**src/rtl/dgrc_defs.vh**
```
// Purpose: Constants for the DDR2 geometry and refresh control block.
// Assumes: Wishbone classic slave with 32-bit data, byte addresses.
// Notes: Offsets are local to this block.
`ifndef DGRC_DEFS_VH
`define DGRC_DEFS_VH

`define DGRC_OFS_BANK_CFG 8'h00
`define DGRC_OFS_REFRESH 8'h04
`define DGRC_OFS_STATUS 8'h08

`define DGRC_BANK_RESERVED_MASK 32'hFFFB_B188
`define DGRC_BANK_RESET 32'h0000_0000
`define DGRC_REFRESH_RESERVED_MASK 32'h3FFF_0000
`define DGRC_REFRESH_RESET 32'h0000_0000

`define DGRC_DRIVE_BIT 18
`define DGRC_CAS_HI 11
`define DGRC_CAS_LO 9
`define DGRC_BANK_HI 6
`define DGRC_BANK_LO 4
`define DGRC_PAGE_HI 2
`define DGRC_PAGE_LO 0
`define DGRC_SELF_REFRESH_BIT 31
`define DGRC_CLK_HALT_BIT 30
`define DGRC_INTERVAL_HI 15

// Cycles the memory needs to settle into self-refresh before its clock may stop.
`define DGRC_SR_SETTLE_CYCLES 4'h4

`endif

```
**src/rtl/dgrc_top.v**
```verilog
// Purpose: Geometry and refresh control of a DDR2 memory controller.
// Assumes: Wishbone classic slave, single clock, synchronous reset.
// Notes: Command scheduling and the physical side live elsewhere.
// Behaviour
// - Bank count field: 0,1,2,3 give one, two, four, eight banks; rest reserved.
// - Page size field: 0..3 give 256..2048 words, 8..11 column bits.
// - Setting the self-refresh request puts the memory into self-refresh.
// - Clearing the self-refresh request brings the memory out again.
// - Memory clock may stop in self-refresh only when halting is permitted.
// - Refresh interval field is 16 bits, counted in controller cycles.
// - Changing drive, CAS latency, bank count or page size starts initialization.
`include "dgrc_defs.vh"

module dgrc_top (
    // Clock and reset
    input wire clk_i,
    input wire rst_i,
    // Wishbone slave
    input wire cyc_i,
    input wire stb_i,
    input wire we_i,
    input wire [7:0] adr_i,
    input wire [3:0] sel_i,
    input wire [31:0] dat_i,
    output reg [31:0] dat_o,
    output reg ack_o,
    output reg err_o,
    // Geometry to the address mapper
    output reg [3:0] bank_count_o,
    output reg [3:0] column_bits_o,
    output reg geometry_valid_o,
    // Controller side
    output reg init_start_o,
    output wire refresh_req_o,
    output reg self_refresh_o,
    output reg mem_clk_enable_o
);

    localparam ST_NORMAL = 2'd0;
    localparam ST_SETTLE = 2'd1;
    localparam ST_SELFREF = 2'd2;

    reg [31:0] bank_cfg_ff;
    reg [31:0] refresh_ff;
    reg [1:0] state_ff;
    reg [3:0] settle_ff;
    reg [1:0] nxt_state;
    reg [3:0] nxt_settle;
    reg [31:0] nxt_bank;
    reg [31:0] nxt_refresh;
    reg [31:0] rd_data;
    wire access;
    wire hit;
    wire wr_bank;
    wire wr_refresh;

    // Byte-lane merge, used for both registers.
    function [31:0] merge;
        input [31:0] old_v;
        input [31:0] new_v;
        input [3:0] lanes;
        integer i;
        begin
            for (i = 0; i < 4; i = i + 1) begin
                merge[i*8 +: 8] = lanes[i] ? new_v[i*8 +: 8] : old_v[i*8 +: 8];
            end
        end
    endfunction

    // Bank count from its code; reserved codes give zero so the mapper can tell.
    function [3:0] bank_decode;
        input [2:0] code;
        begin
            case (code)
                3'h0: bank_decode = 4'h1;
                3'h1: bank_decode = 4'h2;
                3'h2: bank_decode = 4'h4;
                3'h3: bank_decode = 4'h8;
                default: bank_decode = 4'h0;
            endcase
        end
    endfunction

    // Column address bits from the page code; reserved codes give zero.
    function [3:0] page_decode;
        input [2:0] code;
        begin
            case (code)
                3'h0: page_decode = 4'h8;
                3'h1: page_decode = 4'h9;
                3'h2: page_decode = 4'hA;
                3'h3: page_decode = 4'hB;
                default: page_decode = 4'h0;
            endcase
        end
    endfunction

    // True when a memory-facing field differs; reserved bits never count.
    function fields_differ;
        input [31:0] old_v;
        input [31:0] new_v;
        begin
            fields_differ = (new_v[`DGRC_DRIVE_BIT] != old_v[`DGRC_DRIVE_BIT]) ||
                (new_v[`DGRC_CAS_HI:`DGRC_CAS_LO] != old_v[`DGRC_CAS_HI:`DGRC_CAS_LO]) ||
                (new_v[`DGRC_BANK_HI:`DGRC_BANK_LO] != old_v[`DGRC_BANK_HI:`DGRC_BANK_LO]) ||
                (new_v[`DGRC_PAGE_HI:`DGRC_PAGE_LO] != old_v[`DGRC_PAGE_HI:`DGRC_PAGE_LO]);
        end
    endfunction

    assign access = cyc_i && stb_i && !ack_o && !err_o;
    assign hit = (adr_i == `DGRC_OFS_BANK_CFG) || (adr_i == `DGRC_OFS_REFRESH) || (adr_i == `DGRC_OFS_STATUS);
    assign wr_bank = access && we_i && (adr_i == `DGRC_OFS_BANK_CFG);
    assign wr_refresh = access && we_i && (adr_i == `DGRC_OFS_REFRESH);

    always @* begin
        // Reserved bits are not stored; software keeps bit 3 at zero anyway.
        nxt_bank = merge(bank_cfg_ff, dat_i, sel_i) & ~`DGRC_BANK_RESERVED_MASK;
        nxt_refresh = merge(refresh_ff, dat_i, sel_i) & ~`DGRC_REFRESH_RESERVED_MASK;
        case (adr_i)
            `DGRC_OFS_BANK_CFG: rd_data = bank_cfg_ff;
            `DGRC_OFS_REFRESH: rd_data = refresh_ff;
            // Status shows self-refresh from the request on, settle time included, so software cannot poll it for a settled self-refresh.
            `DGRC_OFS_STATUS: rd_data = {29'h0000_0000, mem_clk_enable_o, self_refresh_o, geometry_valid_o};
            default: rd_data = 32'h0000_0000;
        endcase
    end

    always @(posedge clk_i) begin
        if (rst_i) begin
            bank_cfg_ff <= `DGRC_BANK_RESET;
            refresh_ff <= `DGRC_REFRESH_RESET;
            ack_o <= 1'b0;
            err_o <= 1'b0;
            dat_o <= 32'h0000_0000;
            init_start_o <= 1'b0;
        end else begin
            ack_o <= access && hit;
            err_o <= access && !hit;
            init_start_o <= 1'b0;
            if (access && hit) begin
                dat_o <= rd_data;
            end
            if (wr_bank) begin
                bank_cfg_ff <= nxt_bank;
                // Only a real change of the memory-facing fields restarts init.
                if (fields_differ(bank_cfg_ff, nxt_bank)) begin
                    init_start_o <= 1'b1;
                end
            end
            if (wr_refresh) begin
                refresh_ff <= nxt_refresh;
            end
        end
    end

    // Geometry decode; reserved codes report zero and clear the valid flag.
    always @(posedge clk_i) begin
        if (rst_i) begin
            bank_count_o <= 4'h0;
            column_bits_o <= 4'h0;
            geometry_valid_o <= 1'b0;
        end else begin
            bank_count_o <= bank_decode(bank_cfg_ff[`DGRC_BANK_HI:`DGRC_BANK_LO]);
            column_bits_o <= page_decode(bank_cfg_ff[`DGRC_PAGE_HI:`DGRC_PAGE_LO]);
            geometry_valid_o <= !bank_cfg_ff[`DGRC_BANK_HI] && !bank_cfg_ff[`DGRC_PAGE_HI];
        end
    end

    // Self-refresh sequencing: the clock stops only after a settle time.
    always @* begin
        nxt_state = state_ff;
        nxt_settle = settle_ff;
        case (state_ff)
            ST_NORMAL: begin
                if (refresh_ff[`DGRC_SELF_REFRESH_BIT]) begin
                    nxt_state = ST_SETTLE;
                    nxt_settle = `DGRC_SR_SETTLE_CYCLES;
                end
            end
            ST_SETTLE: begin
                if (!refresh_ff[`DGRC_SELF_REFRESH_BIT]) begin
                    nxt_state = ST_NORMAL;
                end else if (settle_ff == 4'h0) begin
                    nxt_state = ST_SELFREF;
                end else begin
                    nxt_settle = settle_ff - 4'h1;
                end
            end
            ST_SELFREF: begin
                if (!refresh_ff[`DGRC_SELF_REFRESH_BIT]) begin
                    nxt_state = ST_NORMAL;
                end
            end
            default: nxt_state = ST_NORMAL;
        endcase
    end

    always @(posedge clk_i) begin
        if (rst_i) begin
            state_ff <= ST_NORMAL;
            settle_ff <= 4'h0;
            self_refresh_o <= 1'b0;
            mem_clk_enable_o <= 1'b1;
        end else begin
            state_ff <= nxt_state;
            settle_ff <= nxt_settle;
            self_refresh_o <= (nxt_state != ST_NORMAL);
            // The halt permit is honoured only once self-refresh has settled.
            mem_clk_enable_o <= !(nxt_state == ST_SELFREF && refresh_ff[`DGRC_CLK_HALT_BIT]);
        end
    end

    // A new interval takes effect only at the next reload, so moving from a long
    // interval to a short one lets the long count run out first.
    dgrc_refresh_timer u_timer (
        .clk_i(clk_i),
        .rst_i(rst_i),
        .run_i(!self_refresh_o),
        .interval_i(refresh_ff[`DGRC_INTERVAL_HI:0]),
        .refresh_req_o(refresh_req_o)
    );

endmodule

```
**src/rtl/dgrc_refresh_timer.v**
```verilog
// Purpose: Down-counter that posts one auto-refresh request per interval.
// Assumes: Interval is counted in controller clock cycles.
// Notes: Reloaded with the interval every cycle while the memory is in self-refresh.
`include "dgrc_defs.vh"

module dgrc_refresh_timer (
    // Clock and reset
    input wire clk_i,
    input wire rst_i,
    // Control
    input wire run_i,
    input wire [15:0] interval_i,
    // Request
    output reg refresh_req_o
);

    reg [15:0] count_ff;

    always @(posedge clk_i) begin
        if (rst_i) begin
            count_ff <= 16'h0000;
            refresh_req_o <= 1'b0;
        end else begin
            refresh_req_o <= 1'b0;
            if (!run_i) begin
                count_ff <= interval_i;
            end else if (count_ff == 16'h0000) begin
                // An interval of zero therefore requests every cycle.
                refresh_req_o <= 1'b1;
                count_ff <= interval_i;
            end else begin
                count_ff <= count_ff - 16'h0001;
            end
        end
    end

endmodule

```
**config.mk**
```make
export PLATFORM = sky130hd
export DESIGN_NAME = dgrc_top
export DESIGN_NICKNAME = d
export VERILOG_FILES = /design/src/rtl/dgrc_top.v /design/src/rtl/dgrc_refresh_timer.v
export VERILOG_INCLUDE_DIRS = /design/src /design/src/rtl
export SDC_FILE = /design/constraint.sdc
export NUM_CORES = 1
export LEC_CHECK = 0
export BUFFER_PORTS_ARGS = -buffer_cell sky130_fd_sc_hd__buf_2
export CAP_MARGIN = 20
export CORE_MARGIN = 5
export CORE_UTILIZATION = 53
export CTS_CLUSTER_DIAMETER = 40
export DETAILED_ROUTE_END_ITERATION = 8
export PLACE_DENSITY = 0.8
export SLEW_MARGIN = 20
export SYNTH_ARGS = -nofsm -noshare
export SYNTH_HDL_FRONTEND = slang
export SYNTH_SLANG_ARGS = --single-unit
```
**constraint.sdc**
```tcl
create_clock -name clk_i -period 2.35 [get_ports clk_i]
set_input_delay 0.235 -clock clk_i [delete_from_list [all_inputs] [get_ports clk_i]]
set_output_delay 0.235 -clock clk_i [all_outputs]
set_load 0.01 [all_outputs]
```
==> impl_metrics.json, run 1 <==
{
  "synth_compound_area_share_pct": 10.0,
  "setup_violations": 0,
  "r2r_start": "err_o",
  "worstMarginPinSlew_ps": 599,
  "drt-total-wl_um": 8320,
  "fp.dieH_um": 94.0,
  "grtUsageMet1_pct": 23.8,
  "crit_arrival_ps": 2310,
  "p_int_uw": 2540,
  "synth-simple-area-share_pct": 20.6,
  "p_sw_uw": 1210,
  "start_util_pct": 54.8,
  "cts_tree": "built",
  "clock_power_share_pct": 27.8,
  "swShare_pct": 32.3,
  "ys_top_cells_by_area": "dfxtp_1 45%, mux2i_1 11%, nor2_1 6.1%",
  "netlist.area_leader.share_pct": 44.9,
  "synth_enable_flop_cells": 0,
  "synth_top_family_by_area": "simple AND/OR/NAND/NOR gates",
  "final_hold_viol_count": 0,
  "fin_crit_ps": 2020,
  "grt_use_met3_pct": 4.01,
  "die_w_um": 94.0,
  "synth-seq-cells": 84,
  "place_ws_ps": 132,
  "slew_violations": 0,
  "setup_ws_ps": 327,
  "first_pass_iters": 4,
  "syn_area_mm2": 0.00374,
  "ant_nets": 0,
  "gr-total-overflow": 0,
  "min_from": "dat_i[31]",
  "post-cts-setup-buffers": 0,
  "first_global_vias": 3020,
  "cellPowerDensity_mw_per_mm2": 860,
  "root_buffer": "clkbuf_8",
  "syn_avg_cell_area_um2": 9.87,
  "synth_cell_types": 49,
  "cts.repair.resized": 0,
  "hold_buffers": 0,
  "max-vdd-ir-drop_uv": 498,
  "synthAdderAreaFrac_pct": 1.00,
  "p_leak_uw": 0.00183,
  "seqPwrFrac_pct": 45.0,
  "yosysTopAreaCell": "dfxtp_1",
  "gp_congestion": 0.900,
  "ys.flop_type": "dfxtp_1",
  "max-cap-violations": 0,
  "cts.sinks": 84,
  "dieArea_mm2": 0.00884,
  "slew_headroom_pct": 59.7,
  "tns_ps": 0,
  "synth-async-reset-ratio_pct": 0,
  "seq_area_frac_synth_pct": 44.9,
  "outcome": "finished clean",
  "gr-usage-met2_pct": 32.2,
  "crit_path_start_kind": "flop",
  "nets": 502,
  "fin_skew_ps": 12.0,
  "n_antenna_cell": 0,
  "drive_gt1_share_pct": 23.7,
  "drt_iter0_drc": 164,
  "dr_total_vias": 2995,
  "grt_max_degree": 39,
  "io_buffers": 68,
  "fin_total_pwr_uw": 3750,
  "dp_hpwl_um": 6020,
  "num_rows": 30,
  "mostFrequentLayoutCells": "84 x dfxtp_1, 68 x buf_2, 61 x nor2_1",
  "holdCritPathClass": "input port to flop",
  "grt_pass1_wl_um": 13600,
  "cp_max_fo": 7,
  "seq_area_mm2": 0.00168,
  "multi_input_area_mm2": 0.00188,
  "area_growth_pct": 16.5,
  "cts_max_level": 3,
  "gr-usage-all-layers_pct": 19.6,
  "path_clk_slew_ps": 90,
  "endpoint_kind": "flop",
  "pin_count": 96,
  "cts_buffers": 9,
  "via_per_inst": 5.44,
  "core_area_mm2": 0.00683,
  "drc_errors": 0,
  "crit_path_start": "err_o",
  "min_period_over_period_pct": 86.1,
  "synthCells": 379,
  "cp_data_required_time_ps": 2630,
  "grt_setup_unrepaired": "false",
  "rrSetupSlack_ps": 330,
  "max-clock-path-buffers": 2,
  "grt.busiest_layer": "met2",
  "antenna_found_initial": 0,
  "yosys_warnings": 0,
  "critPathKind": "flop to flop",
  "clk_latency_ps": 360,
  "fillers": 572,
  "wl_per_cell_um": 15.1,
  "max_freq_mhz": 494,
  "pwr-share-comb_pct": 27.2,
  "final_common_cell": "dfxtp_1",
  "synthXorXnorAreaFrac_pct": 5.38,
  "synthMuxAreaShare_pct": 11.5
}
routing by layer:
layer	vias to the layer above	wire [µm]
met5	-	0
met4	0	243
met3	20	482
met2	92	3940
met1	1416	3660
li1	1467	-
worst paths after layout:
| kind | end | cells after the start |
|---|---|---|
| setup / recovery | dat_o[9] | 4 |
| setup reg to reg | dat_o[9] | 4 |
| hold reg to reg | mem_clk_enable_o | 1 |
| hold / removal | merge.old_v[31] | 3 |
Yosys cell counts (all sizes together), types with 3 or more instances:
library cell and number:
o2bb2ai 10, buf 26, nor2b 4, nand4 6
a211oi 17, nor2 61, dfxtp 84, ha 3
clkbuf 10, or3 5, nand3 4, xor2 9
nor3 5, nand2 10, mux2i 42, or4 3
xnor2 14, inv 7, a22oi 4, nor4b 3
nor4 13, nand4b 3, a21oi 4, nand2b 3
a22o 7
state kept, by name, indices dropped and copies added (netlist names):
| name | cells |
|---|---|
| settle_ff | 4 |
| mem_clk_enable_o | 1 |
| dat_o | 19 |
| state_ff | 2 |
| u_timer.count_ff | 16 |
| init_start_o | 1 |
| err_o | 1 |
| u_timer.refresh_req_o | 1 |
| bank_count_o | 4 |
| geometry_valid_o | 1 |
| column_bits_o | 3 |
| self_refresh_o | 1 |
| bank_cfg_ff | 11 |
| ack_o | 1 |
| merge.old_v | 18 |
layout make-up:
class	instances	share of cell area, %
Clock buffer	11	3.24
Tap cell	96	2.76
Clock inverter	5	1.38
Inverter	7	0.603
Multi-Input combinational cell	265	43.0
Sequential cell	84	38.6
Timing Repair Buffer	83	10.4
power groups by stage:
stage	sequential (µW)	clock [µW]	combinational, µW
2_1_floorplan	1680	0	769
5_1_grt	1700	1130	1120
6_report	1680	1040	1020
3_3_place_gp	1710	0	964
3_5_place_dp	1720	0	1000
4_1_cts	1680	1070	1010
worst max-delay path: stages (launching register included):
cell and delay, ps:
dfxtp_1 310, nand4bb_1 380, or3_1 540, or3_1 510
o2bb2ai_1 210
through the flow:
| stage | area [µm²] | hold slack [ps] | cells | util, % |
|---|---|---|---|---|
| global route | 4360 | 110 | 551 | 63.8 |
| detailed placement | 4160 | 391 | 535 | 60.8 |
| global placement | 4160 | 394 | 535 | 60.8 |
| CTS | 4360 | 94.7 | 551 | 63.8 |
| floorplan | 3790 | 370 | 392 | - |
| finish | 4360 | 107 | 551 | 63.8 |
logic make-up (layout without fill, tap and decap cells):
family / after synthesis / in the layout
fa+ha+maj: 3 / 3
simple gates: 134 / 134
flops: 84 / 84
mux: 43 / 43
buf+inv: 43 / 106
xor+xnor: 23 / 23
other cells: 1 / 14
compound gates: 48 / 48
Note: power is estimated with default switching activity, not from simulation.
==> inputs of run 2 (changes only) <==
- HOLD_SLACK_MARGIN: default -> 0.12
==> run 2 against run 1 <==
Power up 0.18%. Global-route usage up 0.24 points. Critical endpoint is now dat_o[6]. Sequential share of layout area down 0.70 points. Design area up 1.8%.
==> impl_metrics.json, run 2 (synthesized netlist as in run 1, its figures left out) <==
{
  "clock_power_share_pct": 27.8,
  "max_stage_delay_ps": 540,
  "path_clk_slew_ps": 90,
  "dp_hpwl_um": 6020,
  "outcome": "finished clean",
  "max-clock-path-buffers": 2,
  "root_buffer": "clkbuf_8",
  "critical_path_buf_inv_count": 0,
  "area_growth_pct": 18.6,
  "holdCritPathClass": "input port to flop",
  "r2r-end": "dat_o[6]",
  "drc_errors": 0,
  "fin_skew_ps": 10.6,
  "endpoint_kind": "flop",
  "max-vdd-ir-drop_uv": 500,
  "pwr-share-comb_pct": 27.4,
  "wl_per_cell_um": 15.1,
  "fp.dieH_um": 94.0,
  "cts_tree": "built",
  "drive_gt1_share_pct": 23.3,
  "cp_max_fo": 7,
  "slowest_stage": "or3_1",
  "cpMostUsedCell": "or3_1",
  "cellPowerDensity_mw_per_mm2": 846,
  "via_per_inst": 5.45,
  "cts_buffers": 9,
  "design_area_mm2": 0.00444,
  "drt_iter0_drc": 143,
  "crit_arrival_ps": 2290,
  "io_buffers": 68,
  "cp.depth": 4,
  "top_register": "dat_o",
  "gr-total-overflow": 0,
  "ant_nets": 0,
  "rrSetupSlack_ps": 330,
  "setup_violations": 0,
  "place_area_mm2": 0.00416,
  "clk_latency_ps": 350,
  "dr_total_vias": 3044,
  "first_pass_iters": 4,
  "fin_crit_ps": 2020,
  "grt_pass1_wl_um": 13800,
  "grt_setup_unrepaired": "false",
  "cts_max_level": 3,
  "r2r_start": "err_o",
  "core_area_mm2": 0.00683,
  "dieArea_mm2": 0.00884,
  "max-cap-violations": 0,
  "swShare_pct": 32.2,
  "start_util_pct": 54.8,
  "mostFrequentLayoutCells": "84 x dfxtp_1, 68 x buf_2, 61 x nor2_1",
  "first_global_vias": 3047,
  "slew_violations": 0,
  "gp_congestion": 0.900,
  "r2r_cells": 4,
  "min_period_over_period_pct": 85.8,
  "antenna_found_initial": 0,
  "gr-usage-all-layers_pct": 19.8,
  "min_from": "dat_i[14]",
  "critPathKind": "flop to flop",
  "p_leak_uw": 0.00186,
  "worstMarginPinSlew_ps": 595,
  "cp_data_required_time_ps": 2630,
  "cts.sinks": 84,
  "drt-total-wl_um": 8410,
  "pin_count": 96,
  "max_freq_mhz": 496,
  "path_cells": "nand4bb_1 > or3_1 > or3_1 > o2bb2ai_1",
  "num_rows": 30,
  "n_antenna_cell": 0,
  "largest_reg_flops": 19,
  "final_common_cell": "dfxtp_1",
  "tns_ps": 0,
  "hold_end": "merge.old_v[14]",
  "hold_depth": 3,
  "final_hold_viol_count": 0,
  "die_w_um": 94.0,
  "nets": 510,
  "crit_path_start_kind": "flop",
  "seqPwrFrac_pct": 44.9,
  "crit_family": "simple AND/OR/NAND/NOR gates",
  "grt_max_degree": 39,
  "p_sw_uw": 1210,
  "p_int_uw": 2540,
  "slew_headroom_pct": 60.0
}
[run 2: cell types whose count changed in the layout (fill, tap and decap cells not counted)]
cell,delta
dlygate4sd3_1,+8
[run 2: area by class of cell]
cell class / instances / area [µm²]
clock inverters: 5 / 60.1
inverters: 7 / 26.3
repair buffers: 91 / 533
fillers: 560 / 2390
well taps: 96 / 120
flip-flops and latches: 84 / 1680
multi-input cells: 265 / 1880
clock buffers: 11 / 141
[run 2: metal layers]
metal | up-vias | global-route usage, % | part of all wire [%]
met5 | - | 0 | 0
met4 | 0 | 11.0 | 2.9
met3 | 20 | 4.09 | 6.3
met2 | 106 | 32.9 | 48
met1 | 1431 | 23.9 | 43
li1 | 1487 | - | -
[run 2: worst max-delay path by stage]
stage | start | endpoint
6_report | err_o | dat_o[6]
5_1_grt | err_o | dat_o[6]
4_1_cts | err_o | dat_o[9]
3_5_place_dp | adr_i[5] | dat_o[14]
3_3_place_gp | adr_i[5] | dat_o[14]
2_1_floorplan | adr_i[5] | dat_o[13]
[run 2: worst reg2reg max path, stage by stage, from the launching register on]
cell and delay (ps):
dfxtp_1 310, nand4bb_1 380, or3_1 540, or3_1 520, o2bb2ai_1 200
[run 2: per-stage QoR]
stage                     instances  util, %  hold WS (ps)  worst slack [ps]  power, µW
final                           559     65.0           144               334       3750
after global routing            559     65.0           159               220       3970
after CTS                       559     65.0           126               338       3770
after detailed placement        535     60.8           391               132       2720
after global placement          535     60.8           394               183       2670
after floorplan                 392        -           370               217       2450
[run 2: power by group through the flow]
| stage | logic (µW) | registers, µW | clock network (µW) |
|---|---|---|---|
| after floorplan | 769 | 1680 | 0 |
| after global placement | 964 | 1710 | 0 |
| after detailed placement | 1000 | 1720 | 0 |
| after CTS | 1020 | 1680 | 1070 |
| after global routing | 1130 | 1700 | 1130 |
| final | 1030 | 1680 | 1040 |
[run 2: what timing repair did]
| item | 4_1_cts | 5_1_grt |
|---|---|---|
| buffers inserted | 0 | 0 |
| hold endpoints to repair | 8 | 0 |
| hold buffers | 8 | 0 |
| resized for setup | 0 | 0 |
==> inputs of run 3 (changes only) <==
- GPL_TIMING_DRIVEN: default -> 0
==> run 3 against run 2 <==
Sequential power is essentially flat. Non-clock buffer count grew 17. Combinational power is essentially flat. Critical path type unchanged. Power shrank 2.0%. Design area grew 0.93%. Count of clock-buffer cells in the layout is the same. Routed wire length grew 9.9%. Highest routed layer unchanged. Worst hold slack lost 21 ps. Sequential share of layout area shrank 0.35 points. Global-route usage grew 1.8 points. Critical path depth is the same. Clock skew shrank 3.7 ps. Largest cell class unchanged.
==> impl_metrics.json, run 3 (synthesized netlist as in run 1, its figures left out) <==
{
  "critPathKind": "flop to flop",
  "min_period_over_period_pct": 92.1,
  "design_area_mm2": 0.00448,
  "pin_count": 96,
  "worstMarginPinSlew_ps": 937,
  "first_global_vias": 3092,
  "swShare_pct": 33.9,
  "n_antenna_cell": 0,
  "cts_buffers": 9,
  "dr_total_vias": 3149,
  "fin_cells": 575,
  "via_per_inst": 5.48,
  "slew_violations": 0,
  "path_cells": "nor4_2 > a41oi_1 > clkbuf_1 > a211oi_1",
  "num_rows": 30,
  "largest_reg_flops": 19,
  "root_buffer": "clkbuf_8",
  "max_stage_delay_ps": 660,
  "endpoint_kind": "flop",
  "start_util_pct": 54.8,
  "cts.sinks": 84,
  "place_area_mm2": 0.00425,
  "drc_errors": 0,
  "io_buffers": 68,
  "path_clk_slew_ps": 80,
  "outcome": "finished clean",
  "max-vdd-ir-drop_uv": 438,
  "post-cts-setup-buffers": 0,
  "drt_iter0_drc": 147,
  "top_register": "dat_o",
  "p_int_uw": 2430,
  "crit_arrival_ps": 2420,
  "core_area_mm2": 0.00683,
  "holdCritPathClass": "input port to flop",
  "ant_nets": 0,
  "max-cap-violations": 0,
  "cp_data_required_time_ps": 2610,
  "cp_max_fo": 10,
  "clk_latency_ps": 360,
  "first_pass_iters": 4,
  "nets": 527,
  "gp_congestion": 0.918,
  "clock_power_share_pct": 25.9,
  "wl_per_cell_um": 16.1,
  "crit_path_start_kind": "flop",
  "cts_max_level": 3,
  "setup_violations": 0,
  "area_growth_pct": 19.7,
  "dp_hpwl_um": 6650,
  "fp.dieH_um": 94.0,
  "grt_setup_unrepaired": "false",
  "grt_pass1_wl_um": 14800,
  "critical_path_buf_inv_count": 1,
  "max_freq_mhz": 462,
  "final_hold_viol_count": 0,
  "p_leak_uw": 0.00189,
  "fin_crit_ps": 2170,
  "die_w_um": 94.0,
  "crit_family": "compound AO/OA/AOI/OAI gates",
  "dp_cells": 556,
  "fin_skew_ps": 6.87,
  "mostFrequentLayoutCells": "84 x dfxtp_1, 71 x buf_2, 61 x nor2_1",
  "final_common_cell": "dfxtp_1",
  "place_ws_ps": -50.0,
  "seqPwrFrac_pct": 45.8,
  "cts_tree": "built",
  "grt_max_degree": 14,
  "drive_gt1_share_pct": 23.8,
  "setup_ws_ps": 185,
  "slowest_stage": "nor4_2",
  "drt-total-wl_um": 9250,
  "gr-usage-all-layers_pct": 21.6,
  "dieArea_mm2": 0.00884,
  "antenna_found_initial": 0,
  "slew_headroom_pct": 37.0,
  "cellPowerDensity_mw_per_mm2": 821,
  "pwr-share-comb_pct": 28.3,
  "gr-total-overflow": 0,
  "max-clock-path-buffers": 2,
  "p_sw_uw": 1250
}
==> run 3: cell count changes in the layout (fill, tap and decap cells not counted), sizes merged <==
cell         change
clkinvlp         +1
dlygate4sd3      -4
buf             +11
inv              -1
bufinv           -1
clkbuf          +10
==> run 3: final timing paths <==
| kind | slack, ps | cells after the start | startpoint | endpoint |
|---|---|---|---|---|
| max | 180 | 4 | u_timer.count_ff[3] | u_timer.count_ff[11] |
| min | 120 | 3 | dat_i[3] | merge.old_v[3] |
| max reg2reg | 180 | 4 | u_timer.count_ff[3] | u_timer.count_ff[11] |
| min reg2reg | 410 | 1 | merge.old_v[30] | mem_clk_enable_o |
==> run 3: through the flow <==
step / util [%] / power (µW) / setup TNS [ps] / hold slack (ps)
after floorplan: - / 2450 / 0 / 370
after global placement: 62.2 / 2650 / -227 / 387
after detailed placement: 62.2 / 2690 / -348 / 387
after CTS: 65.5 / 3650 / 0 / 121
after global routing: 65.6 / 3880 / 0 / 133
final: 65.6 / 3680 / 0 / 123
==> run 3: final cells by class <==
class | count | area [µm²]
clock buffer | 11 | 151
tap | 96 | 120
inverter | 7 | 26.3
timing repair buffer | 72 | 380
buffer | 36 | 214
fill | 574 | 2350
multi-input combinational | 265 | 1880
clock inverter | 4 | 25.0
sequential | 84 | 1680
==> run 3: power groups by stage <==
| stage | Clock, µW | Sequential, µW | Combinational (µW) |
|---|---|---|---|
| after global routing | 1030 | 1700 | 1150 |
| final | 954 | 1680 | 1040 |
| after CTS | 951 | 1670 | 1020 |
| after global placement | 0 | 1690 | 957 |
| after floorplan | 0 | 1680 | 769 |
| after detailed placement | 0 | 1700 | 991 |
==> run 3: layer usage <==
layer	up-vias	track usage (%)	wire [µm]	share of wire, %
li1	1518	-	-	-
met1	1502	26.7	4100	44
met3	20	3.61	554	6.0
met5	-	0	0	0
met4	0	12.2	217	2.3
met2	109	35.6	4380	47
==> run 3: worst min-delay path, stage by stage <==
cell and delay (ps):
buf_2 70, mux2i_1 60, nor2_1 70
==> run 3: timing repair <==
item | 4_1_cts | 5_1_grt
resized for setup | 1 | 1
endpoints found under the setup margin | 16 | 16
endpoints found under the hold margin | 4 | 0
hold buffers | 4 | 0
